`config.mk`:
```
export PLATFORM = sky130hd
export DESIGN_NAME = jcr_top
export DESIGN_NICKNAME = d
export VERILOG_FILES = /design/src/jcr_pkg.sv /design/src/jcr_buf2.sv /design/src/jcr_top.sv
export SDC_FILE = /design/constraint.sdc
export NUM_CORES = 1
export LEC_CHECK = 0
export BUFFER_PORTS_ARGS = -buffer_cell sky130_fd_sc_hd__buf_2
export CELL_PAD_IN_SITES_DETAIL_PLACEMENT = 0
export CELL_PAD_IN_SITES_GLOBAL_PLACEMENT = 2
export CORE_UTILIZATION = 25
export DETAILED_ROUTE_END_ITERATION = 8
export HOLD_SLACK_MARGIN = 0.02
export PLACE_DENSITY = 0.62
export SYNTH_ARGS = -nofsm -noshare
export SYNTH_HDL_FRONTEND = slang
export SYNTH_SLANG_ARGS = --single-unit
```
`constraint.sdc`:
```
create_clock -name core_clk -period 2.9 [get_ports core_clk]
set_clock_uncertainty 0.1 [all_clocks]
set_input_delay 0.145 -clock core_clk [delete_from_list [all_inputs] [get_ports core_clk]]
set_output_delay 0.145 -clock core_clk [all_outputs]
set_load 0.02 [all_outputs]
```
`src/jcr_pkg.sv`:
```
package jcr_pkg;

  // TAP controller states (IEEE 1149.1)
  typedef enum logic [3:0] {
    TEST_LOGIC_RESET_STATE, RUN_TEST_IDLE_STATE, SEL_DR, CAP_DR, SHF_DR, EX1_DR, PAU_DR, EX2_DR, UPD_DR,
    SEL_IR, CAP_IR, SHF_IR, EX1_IR, PAU_IR, EX2_IR, UPD_IR
  } jcr_tap_type;

  localparam int        IR_W        = 6;
  localparam int        WORD_W      = 16;
  localparam int        READ_W      = 32;
  localparam logic [5:0] INSN_CFG_IN  = 6'h05;
  localparam logic [5:0] INSN_CFG_OUT = 6'h04;
  localparam logic [5:0] INSN_BYPASS  = 6'h3f;
  localparam logic [5:0] IR_RESET     = 6'h3f;
  localparam logic [5:0] IR_CAPTURE   = 6'h01;

  typedef struct packed {
    logic [15:0] data;
  } jcr_word_type;

  typedef struct packed {
    logic tck;
    logic tms;
    logic tdi;
  } jcr_pins_type;

endpackage : jcr_pkg

```
`src/jcr_buf2.sv`:
```
module jcr_buf2 (
  input  wire logic               core_clk,
  input  wire logic               sys_rst,
  input  wire logic               in_valid,
  output logic                    in_ready,
  input  jcr_pkg::jcr_word_type   in_word,
  output logic                    out_valid,
  input  wire logic               out_ready,
  output jcr_pkg::jcr_word_type   out_word
);

  jcr_pkg::jcr_word_type mem_r [2];
  logic                  wr_ptr_r;
  logic                  rd_ptr_r;
  logic [1:0]            count_r;

  wire push = in_valid && in_ready;
  wire pop  = out_valid && out_ready;

  assign in_ready  = (count_r != 2'h2);
  assign out_valid = (count_r != 2'h0);
  assign out_word  = mem_r[rd_ptr_r];

  always_ff @(posedge core_clk) begin
    if (push) begin
      mem_r[wr_ptr_r] <= in_word;
    end
  end

  always_ff @(posedge core_clk) begin
    if (sys_rst) begin
      wr_ptr_r <= 1'b0;
      rd_ptr_r <= 1'b0;
      count_r  <= 2'h0;
    end else begin
      if (push) begin
        wr_ptr_r <= ~wr_ptr_r;
      end
      if (pop) begin
        rd_ptr_r <= ~rd_ptr_r;
      end
      count_r <= 2'(count_r + {1'b0, push} - {1'b0, pop});
    end
  end

endmodule : jcr_buf2

```
`src/jcr_top.sv`:
```
// Notes on behaviour
// - Input instruction 000101, output 000100; shifted least significant first.
// - Shift-DR data moves most significant bit first in and out.
// - Each word shifted into the input register goes to the packet processor unless the two-entry buffer is full.
// - Commands enter only through input register; readback leaves through output register.
// - Readable registers return contents; unreadable ones return zeros.
// - Both access registers are instruction-selected TAP data registers.
// - Output instruction: 32 shifted bits return the device condition register.
module jcr_top (
  input  wire logic                  core_clk,
  input  wire logic                  sys_rst,
  input  jcr_pkg::jcr_pins_type      pins,
  output logic                       tdo,
  output logic                       tdo_oe,
  output jcr_pkg::jcr_word_type      pkt_word,
  output logic                       pkt_valid,
  input  wire logic                  pkt_ready,
  input  wire logic [31:0]           rd_data,
  input  wire logic                  rd_data_valid,
  output logic                       rd_req,
  output jcr_pkg::jcr_tap_type       tap_state,
  output logic [5:0]                 insn
);

  ////////////////////////////////////////////////////////////////////////
  // Pin synchronisers and TCK edge detection

  logic [1:0] tck_s_r;
  logic [1:0] tms_s_r;
  logic [1:0] tdi_s_r;
  logic       tck_d_r;

  always_ff @(posedge core_clk) begin
    if (sys_rst) begin
      tck_s_r <= 2'h0;
      tms_s_r <= 2'h3;
      tdi_s_r <= 2'h0;
      tck_d_r <= 1'b0;
    end else begin
      tck_s_r <= {tck_s_r[0], pins.tck};
      tms_s_r <= {tms_s_r[0], pins.tms};
      tdi_s_r <= {tdi_s_r[0], pins.tdi};
      tck_d_r <= tck_s_r[1];
    end
  end

  wire tck_rise = tck_s_r[1] && !tck_d_r;
  wire tck_fall = !tck_s_r[1] && tck_d_r;
  wire tms      = tms_s_r[1];
  wire tdi      = tdi_s_r[1];

  ////////////////////////////////////////////////////////////////////////
  // TAP controller; host navigation is its own duty

  jcr_pkg::jcr_tap_type st_r;
  jcr_pkg::jcr_tap_type st_nxt;

  always_comb begin
    st_nxt = st_r;
    case (st_r)
      jcr_pkg::TEST_LOGIC_RESET_STATE: st_nxt = tms ? jcr_pkg::TEST_LOGIC_RESET_STATE : jcr_pkg::RUN_TEST_IDLE_STATE;
      jcr_pkg::RUN_TEST_IDLE_STATE:    st_nxt = tms ? jcr_pkg::SEL_DR : jcr_pkg::RUN_TEST_IDLE_STATE;
      jcr_pkg::SEL_DR:                 st_nxt = tms ? jcr_pkg::SEL_IR : jcr_pkg::CAP_DR;
      jcr_pkg::CAP_DR:                 st_nxt = tms ? jcr_pkg::EX1_DR : jcr_pkg::SHF_DR;
      jcr_pkg::SHF_DR:                 st_nxt = tms ? jcr_pkg::EX1_DR : jcr_pkg::SHF_DR;
      jcr_pkg::EX1_DR:                 st_nxt = tms ? jcr_pkg::UPD_DR : jcr_pkg::PAU_DR;
      jcr_pkg::PAU_DR:                 st_nxt = tms ? jcr_pkg::EX2_DR : jcr_pkg::PAU_DR;
      jcr_pkg::EX2_DR:                 st_nxt = tms ? jcr_pkg::UPD_DR : jcr_pkg::SHF_DR;
      jcr_pkg::UPD_DR:                 st_nxt = tms ? jcr_pkg::SEL_DR : jcr_pkg::RUN_TEST_IDLE_STATE;
      jcr_pkg::SEL_IR:                 st_nxt = tms ? jcr_pkg::TEST_LOGIC_RESET_STATE : jcr_pkg::CAP_IR;
      jcr_pkg::CAP_IR:                 st_nxt = tms ? jcr_pkg::EX1_IR : jcr_pkg::SHF_IR;
      jcr_pkg::SHF_IR:                 st_nxt = tms ? jcr_pkg::EX1_IR : jcr_pkg::SHF_IR;
      jcr_pkg::EX1_IR:                 st_nxt = tms ? jcr_pkg::UPD_IR : jcr_pkg::PAU_IR;
      jcr_pkg::PAU_IR:                 st_nxt = tms ? jcr_pkg::EX2_IR : jcr_pkg::PAU_IR;
      jcr_pkg::EX2_IR:                 st_nxt = tms ? jcr_pkg::UPD_IR : jcr_pkg::SHF_IR;
      jcr_pkg::UPD_IR:                 st_nxt = tms ? jcr_pkg::SEL_DR : jcr_pkg::RUN_TEST_IDLE_STATE;
      default:                         st_nxt = jcr_pkg::TEST_LOGIC_RESET_STATE;
    endcase
  end

  always_ff @(posedge core_clk) begin
    if (sys_rst) begin
      st_r <= jcr_pkg::TEST_LOGIC_RESET_STATE;
    end else if (tck_rise) begin
      st_r <= st_nxt;
    end
  end

  ////////////////////////////////////////////////////////////////////////
  // Instruction register, shifted least significant bit first

  logic [5:0] ir_sh_r;
  logic [5:0] ir_r;

  always_ff @(posedge core_clk) begin
    if (sys_rst) begin
      ir_sh_r <= jcr_pkg::IR_CAPTURE;
      ir_r    <= jcr_pkg::IR_RESET;
    end else if (tck_rise) begin
      case (st_r)
        jcr_pkg::TEST_LOGIC_RESET_STATE: ir_r <= jcr_pkg::IR_RESET;
        jcr_pkg::CAP_IR: ir_sh_r <= jcr_pkg::IR_CAPTURE;
        jcr_pkg::SHF_IR: ir_sh_r <= {tdi, ir_sh_r[5:1]};
        jcr_pkg::UPD_IR: ir_r <= ir_sh_r;
        default: ;
      endcase
    end
  end

  wire sel_in  = (ir_r == jcr_pkg::INSN_CFG_IN);
  wire sel_out = (ir_r == jcr_pkg::INSN_CFG_OUT);

  ////////////////////////////////////////////////////////////////////////
  // Data registers: input word assembly, output readback, bypass

  logic [15:0] in_sh_r;
  logic [3:0]  in_cnt_r;
  logic [31:0] out_sh_r;
  logic        byp_r;
  logic        push_r;
  jcr_pkg::jcr_word_type push_word_r;
  logic                  buf_out_valid;
  jcr_pkg::jcr_word_type buf_out_word;
  wire                   buf_take = !pkt_valid || pkt_ready;

  always_ff @(posedge core_clk) begin
    if (sys_rst) begin
      in_sh_r     <= 16'h0000;
      in_cnt_r    <= 4'h0;
      push_r      <= 1'b0;
      push_word_r <= '0;
    end else begin
      push_r <= 1'b0;
      if (tck_rise && sel_in) begin
        if (st_r == jcr_pkg::CAP_DR) begin
          in_cnt_r <= 4'h0;
        end else if (st_r == jcr_pkg::SHF_DR) begin
          // Most significant bit arrives first, so shift towards the top
          in_sh_r  <= {in_sh_r[14:0], tdi};
          in_cnt_r <= 4'(in_cnt_r + 4'h1);
          if (in_cnt_r == 4'hf) begin
            push_r           <= 1'b1;
            push_word_r.data <= {in_sh_r[14:0], tdi};
          end
        end
      end
    end
  end

  // A word arriving while the buffer is full is dropped; at one TCK per 16 core
  // cycles the two-entry buffer only fills if the packet processor stalls long.
  jcr_buf2 i_jcr_buf2 (
    .core_clk  (core_clk),
    .sys_rst   (sys_rst),
    .in_valid  (push_r),
    .in_ready  (),
    .in_word   (push_word_r),
    .out_valid (buf_out_valid),
    .out_ready (buf_take),
    .out_word  (buf_out_word)
  );

  always_ff @(posedge core_clk) begin
    if (sys_rst) begin
      pkt_valid <= 1'b0;
      pkt_word  <= '0;
    end else if (buf_take) begin
      pkt_valid <= buf_out_valid;
      pkt_word  <= buf_out_word;
    end
  end

  always_ff @(posedge core_clk) begin
    if (sys_rst) begin
      out_sh_r <= 32'h0000_0000;
      byp_r    <= 1'b0;
      rd_req   <= 1'b0;
    end else begin
      if (tck_rise && sel_out && st_r == jcr_pkg::CAP_DR) begin
        // Unreadable targets yield zeros rather than their contents
        out_sh_r <= rd_data_valid ? rd_data : 32'h0000_0000;
        rd_req   <= 1'b1;
      end else begin
        rd_req <= 1'b0;
        if (tck_rise && sel_out && st_r == jcr_pkg::SHF_DR) begin
          out_sh_r <= {out_sh_r[30:0], 1'b0};
        end
      end
      if (tck_rise && !sel_in && !sel_out) begin
        if (st_r == jcr_pkg::CAP_DR) begin
          byp_r <= 1'b0;
        end else if (st_r == jcr_pkg::SHF_DR) begin
          byp_r <= tdi;
        end
      end
    end
  end

  ////////////////////////////////////////////////////////////////////////
  // TDO changes on the falling TCK edge as the standard requires

  always_ff @(posedge core_clk) begin
    if (sys_rst) begin
      tdo       <= 1'b0;
      tdo_oe    <= 1'b0;
      tap_state <= jcr_pkg::TEST_LOGIC_RESET_STATE;
      insn      <= jcr_pkg::IR_RESET;
    end else begin
      tap_state <= st_r;
      insn      <= ir_r;
      if (tck_fall) begin
        tdo_oe <= (st_r == jcr_pkg::SHF_IR) || (st_r == jcr_pkg::SHF_DR);
        if (st_r == jcr_pkg::SHF_IR) begin
          tdo <= ir_sh_r[0];
        end else if (sel_out) begin
          tdo <= out_sh_r[31];
        end else if (sel_in) begin
          tdo <= in_sh_r[15];
        end else begin
          tdo <= byp_r;
        end
      end
    end
  end

endmodule : jcr_top

```
==> out/metrics.yaml <==
outcome: "finished clean"
dp_slack_ps: 632
postRouteAntennaNets: 0
grt_first_pass_wirelength_microns: 24300
hold_path_depth: 2
cp-end-kind: "flip-flop"
dpl.hpwl_microns: 8940
r2r_slack_ps: 620
p_per_area_nw_per_um2: 639
synth-main-ff-cell: "dfxtp_1"
dieHeight_microns: 161
grt_overflow: 0
vias_per_cell: 4.50
ys_types: 47
h-tree-depth: 4
cp_max_fo: 33
ys_seq_area_share_pct: 55.6
fin_crit_sh_pct: 78.7
rsz0062_at_grt: "no"
wl_per_cell_microns: 13.3
hold_violations: 0
vias: 4919
reg2reg_depth: 5
gp_congestion: 0.739
numCtsBuffers: 17
post_cts_buffers: 0
diodes: 0
cp_slowest_stage_delay_ps: 590
setup_tns_ps: 0
cts_tree: "built"
tightest_slew_ps: 1000
clk_pin_slew_ps: 70
syn_inst: 675
port_buffers: 68
cp_top_family: "simple AND/OR/NAND/NOR gates"
drv_cap: 0
finalWirelength_microns: 14500
drv_slew: 0
syn2layout_area_growth_pct: 26.2
synth-edff-count: 32
avgSynthCellArea_sq_um: 9.34
final_cell_mix: "dfxtp_1 (127), nand2_1 (97), buf_2 (67)"
grt_max_degree: 81
whs_endpoint: "tap_state[0]$_SDFF_PP0_"
critPathLaunchType: "flip-flop"
core-area_sq_um: 24500
yosys_warnings: 0
power_leakage_nw: 2.82
period_needed_ps: 2280
required_ps: 3090
finalSetupViolCount: 0
path_cells: "or4b_4, or4_1, buf_4, o21ai_1, a21oi_1"
slew_headroom_pct: 33.1
vdd_drop_max_v: 0.000346
grt_usage_pct: 11.6
arrival_ps: 2470
die_area_sq_um: 25900
drtIter0Drc: 297
final_common_cell: "dfxtp_1"
hp-class: "input pin to flip-flop"
fmax_ghz: 0.438
crit_type: "flip-flop to flip-flop"
grt_pass1_vias: 4776
synthArstFlopShare_pct: 0
crit_slowest_cell: "or4b_4"
cts_root_buf: "clkbuf_16"
ys_seq_elements: 159
io_pins: 69
nets: 798
initial_core_util_pct: 25.7
syn_area_sq_um: 6310
cts_buffer_depth: 2
rows: 57
setup_slack_ps: 618
drc: 0
r2r-start: "st_r[0]$_SDFFE_PP0P_"
synth_fp_nets: 717
grt_antenna_before_repair: 0
drive_gt1_share_pct: 17.0
min_from: "sys_rst"
firstDrtPassIters: 6
critPathBufInv: 1
die_x_microns: 161
clock_sinks: 159
regToRegEndpoint: "push_word_r[8]$_SDFFE_PP0P_"
clk_latency_ps: 420
==> per-layer routing <==
metal / vias up / global-route usage [%] / part of all wire (%)
met5: - / 0 / 0
met2: 94 / 17.6 / 43
met3: 13 / 2.84 / 4.1
met4: 0 / 3.69 / 1.1
met1: 2275 / 16.2 / 52
li1: 2537 / - / -
==> synthesized netlist by cell type, types with 18 or more instances <==
cell / n / area share (%)
clkbuf_1: 52 / 3.1
mux2i_1: 18 / 2.9
nand2_1: 97 / 5.8
dfxtp_1: 127 / 40
nand2b_1: 31 / 3.1
o22ai_1: 25 / 2.5
a211oi_1: 18 / 2.1
nand3_1: 36 / 2.9
o21ai_0: 34 / 2.7
edfxtp_1: 32 / 15
a21oi_1: 46 / 3.7
nor2_1: 34 / 2.0
==> where the power goes <==
group	total (W)	switching [W]	internal [W]	leakage (nW)
sequential	0.00238	0.0000689	0.00231	1.33
clock	0.00225	0.00107	0.00117	0.298
combinational	0.000455	0.000240	0.000215	1.19
==> sequential cells by signal (all words and copies together) (netlist names) <==
name	cells
rd_req	1
tdi_s_r	2
tdo_oe	1
i_jcr_buf2.rd_ptr_r	1
pkt_word	16
ir_r	6
out_sh_r	32
in_sh_r	16
i_jcr_buf2.count_r	2
st_r	4
tck_d_r	1
tms_s_r	2
tck_s_r	2
pkt_valid	1
push_word_r	16
i_jcr_buf2.mem_r	32
tdo	1
in_cnt_r	4
ir_sh_r	6
tap_state	4
byp_r	1
insn	6
i_jcr_buf2.wr_ptr_r	1
push_r	1
==> timing repair <==
item / CTS / global route
hold buffers: 35 / 0
resized for setup: 0 / 0
endpoints found under the hold margin: 35 / 0
==> final cells by class <==
class / instances / area (sq um)
fill: 2554 / 16600
timing repair buffer: 119 / 838
sequential: 159 / 3500
tap: 324 / 405
clock buffer: 17 / 425
clock inverter: 15 / 181
multi-input combinational: 450 / 2570
inverter: 9 / 33.8
==> kinds of logic (layout without fill, tap and decap cells) <==
family | Yosys count | count (layout) | share of synthesized area [%]
simple gates | 249 | 249 | 19.6
compound gates | 174 | 174 | 16.5
flops | 159 | 159 | 55.6
buf+inv | 66 | 160 | 4.01
mux | 18 | 18 | 2.86
xor+xnor | 6 | 6 | 0.833
fa+ha+maj | 3 | 3 | 0.595
==> per-stage QoR <==
step / cells / utilization [%] / hold slack (ps) / total power (W) / cell area [sq um]
floorplan: 675 / - / 129 / 0.00273 / 6310
global placement: 1026 / 28.5 / 238 / 0.00285 / 7000
detailed placement: 1026 / 28.5 / 243 / 0.00286 / 7000
CTS: 1093 / 32.4 / 164 / 0.00517 / 7960
global route: 1093 / 32.4 / 207 / 0.00532 / 7960
finish: 1093 / 32.4 / 170 / 0.00508 / 7960
==> worst max-delay path by stage <==
stage	startpoint	to	slack (ps)	cells after the start
final	st_r[0]$_SDFFE_PP0P_	push_word_r[8]$_SDFFE_PP0P_	620	5
after global routing	st_r[0]$_SDFFE_PP0P_	push_word_r[12]$_SDFFE_PP0P_	460	5
after CTS	st_r[0]$_SDFFE_PP0P_	push_word_r[8]$_SDFFE_PP0P_	620	5
after detailed placement	st_r[0]$_SDFFE_PP0P_	push_word_r[8]$_SDFFE_PP0P_	630	5
after global placement	st_r[0]$_SDFFE_PP0P_	push_word_r[0]$_SDFFE_PP0P_	660	5
after floorplan	st_r[1]$_SDFFE_PP0P_	in_cnt_r[3]$_SDFFE_PP0P_	700	6
Note: power is estimated with default switching activity, not from simulation.
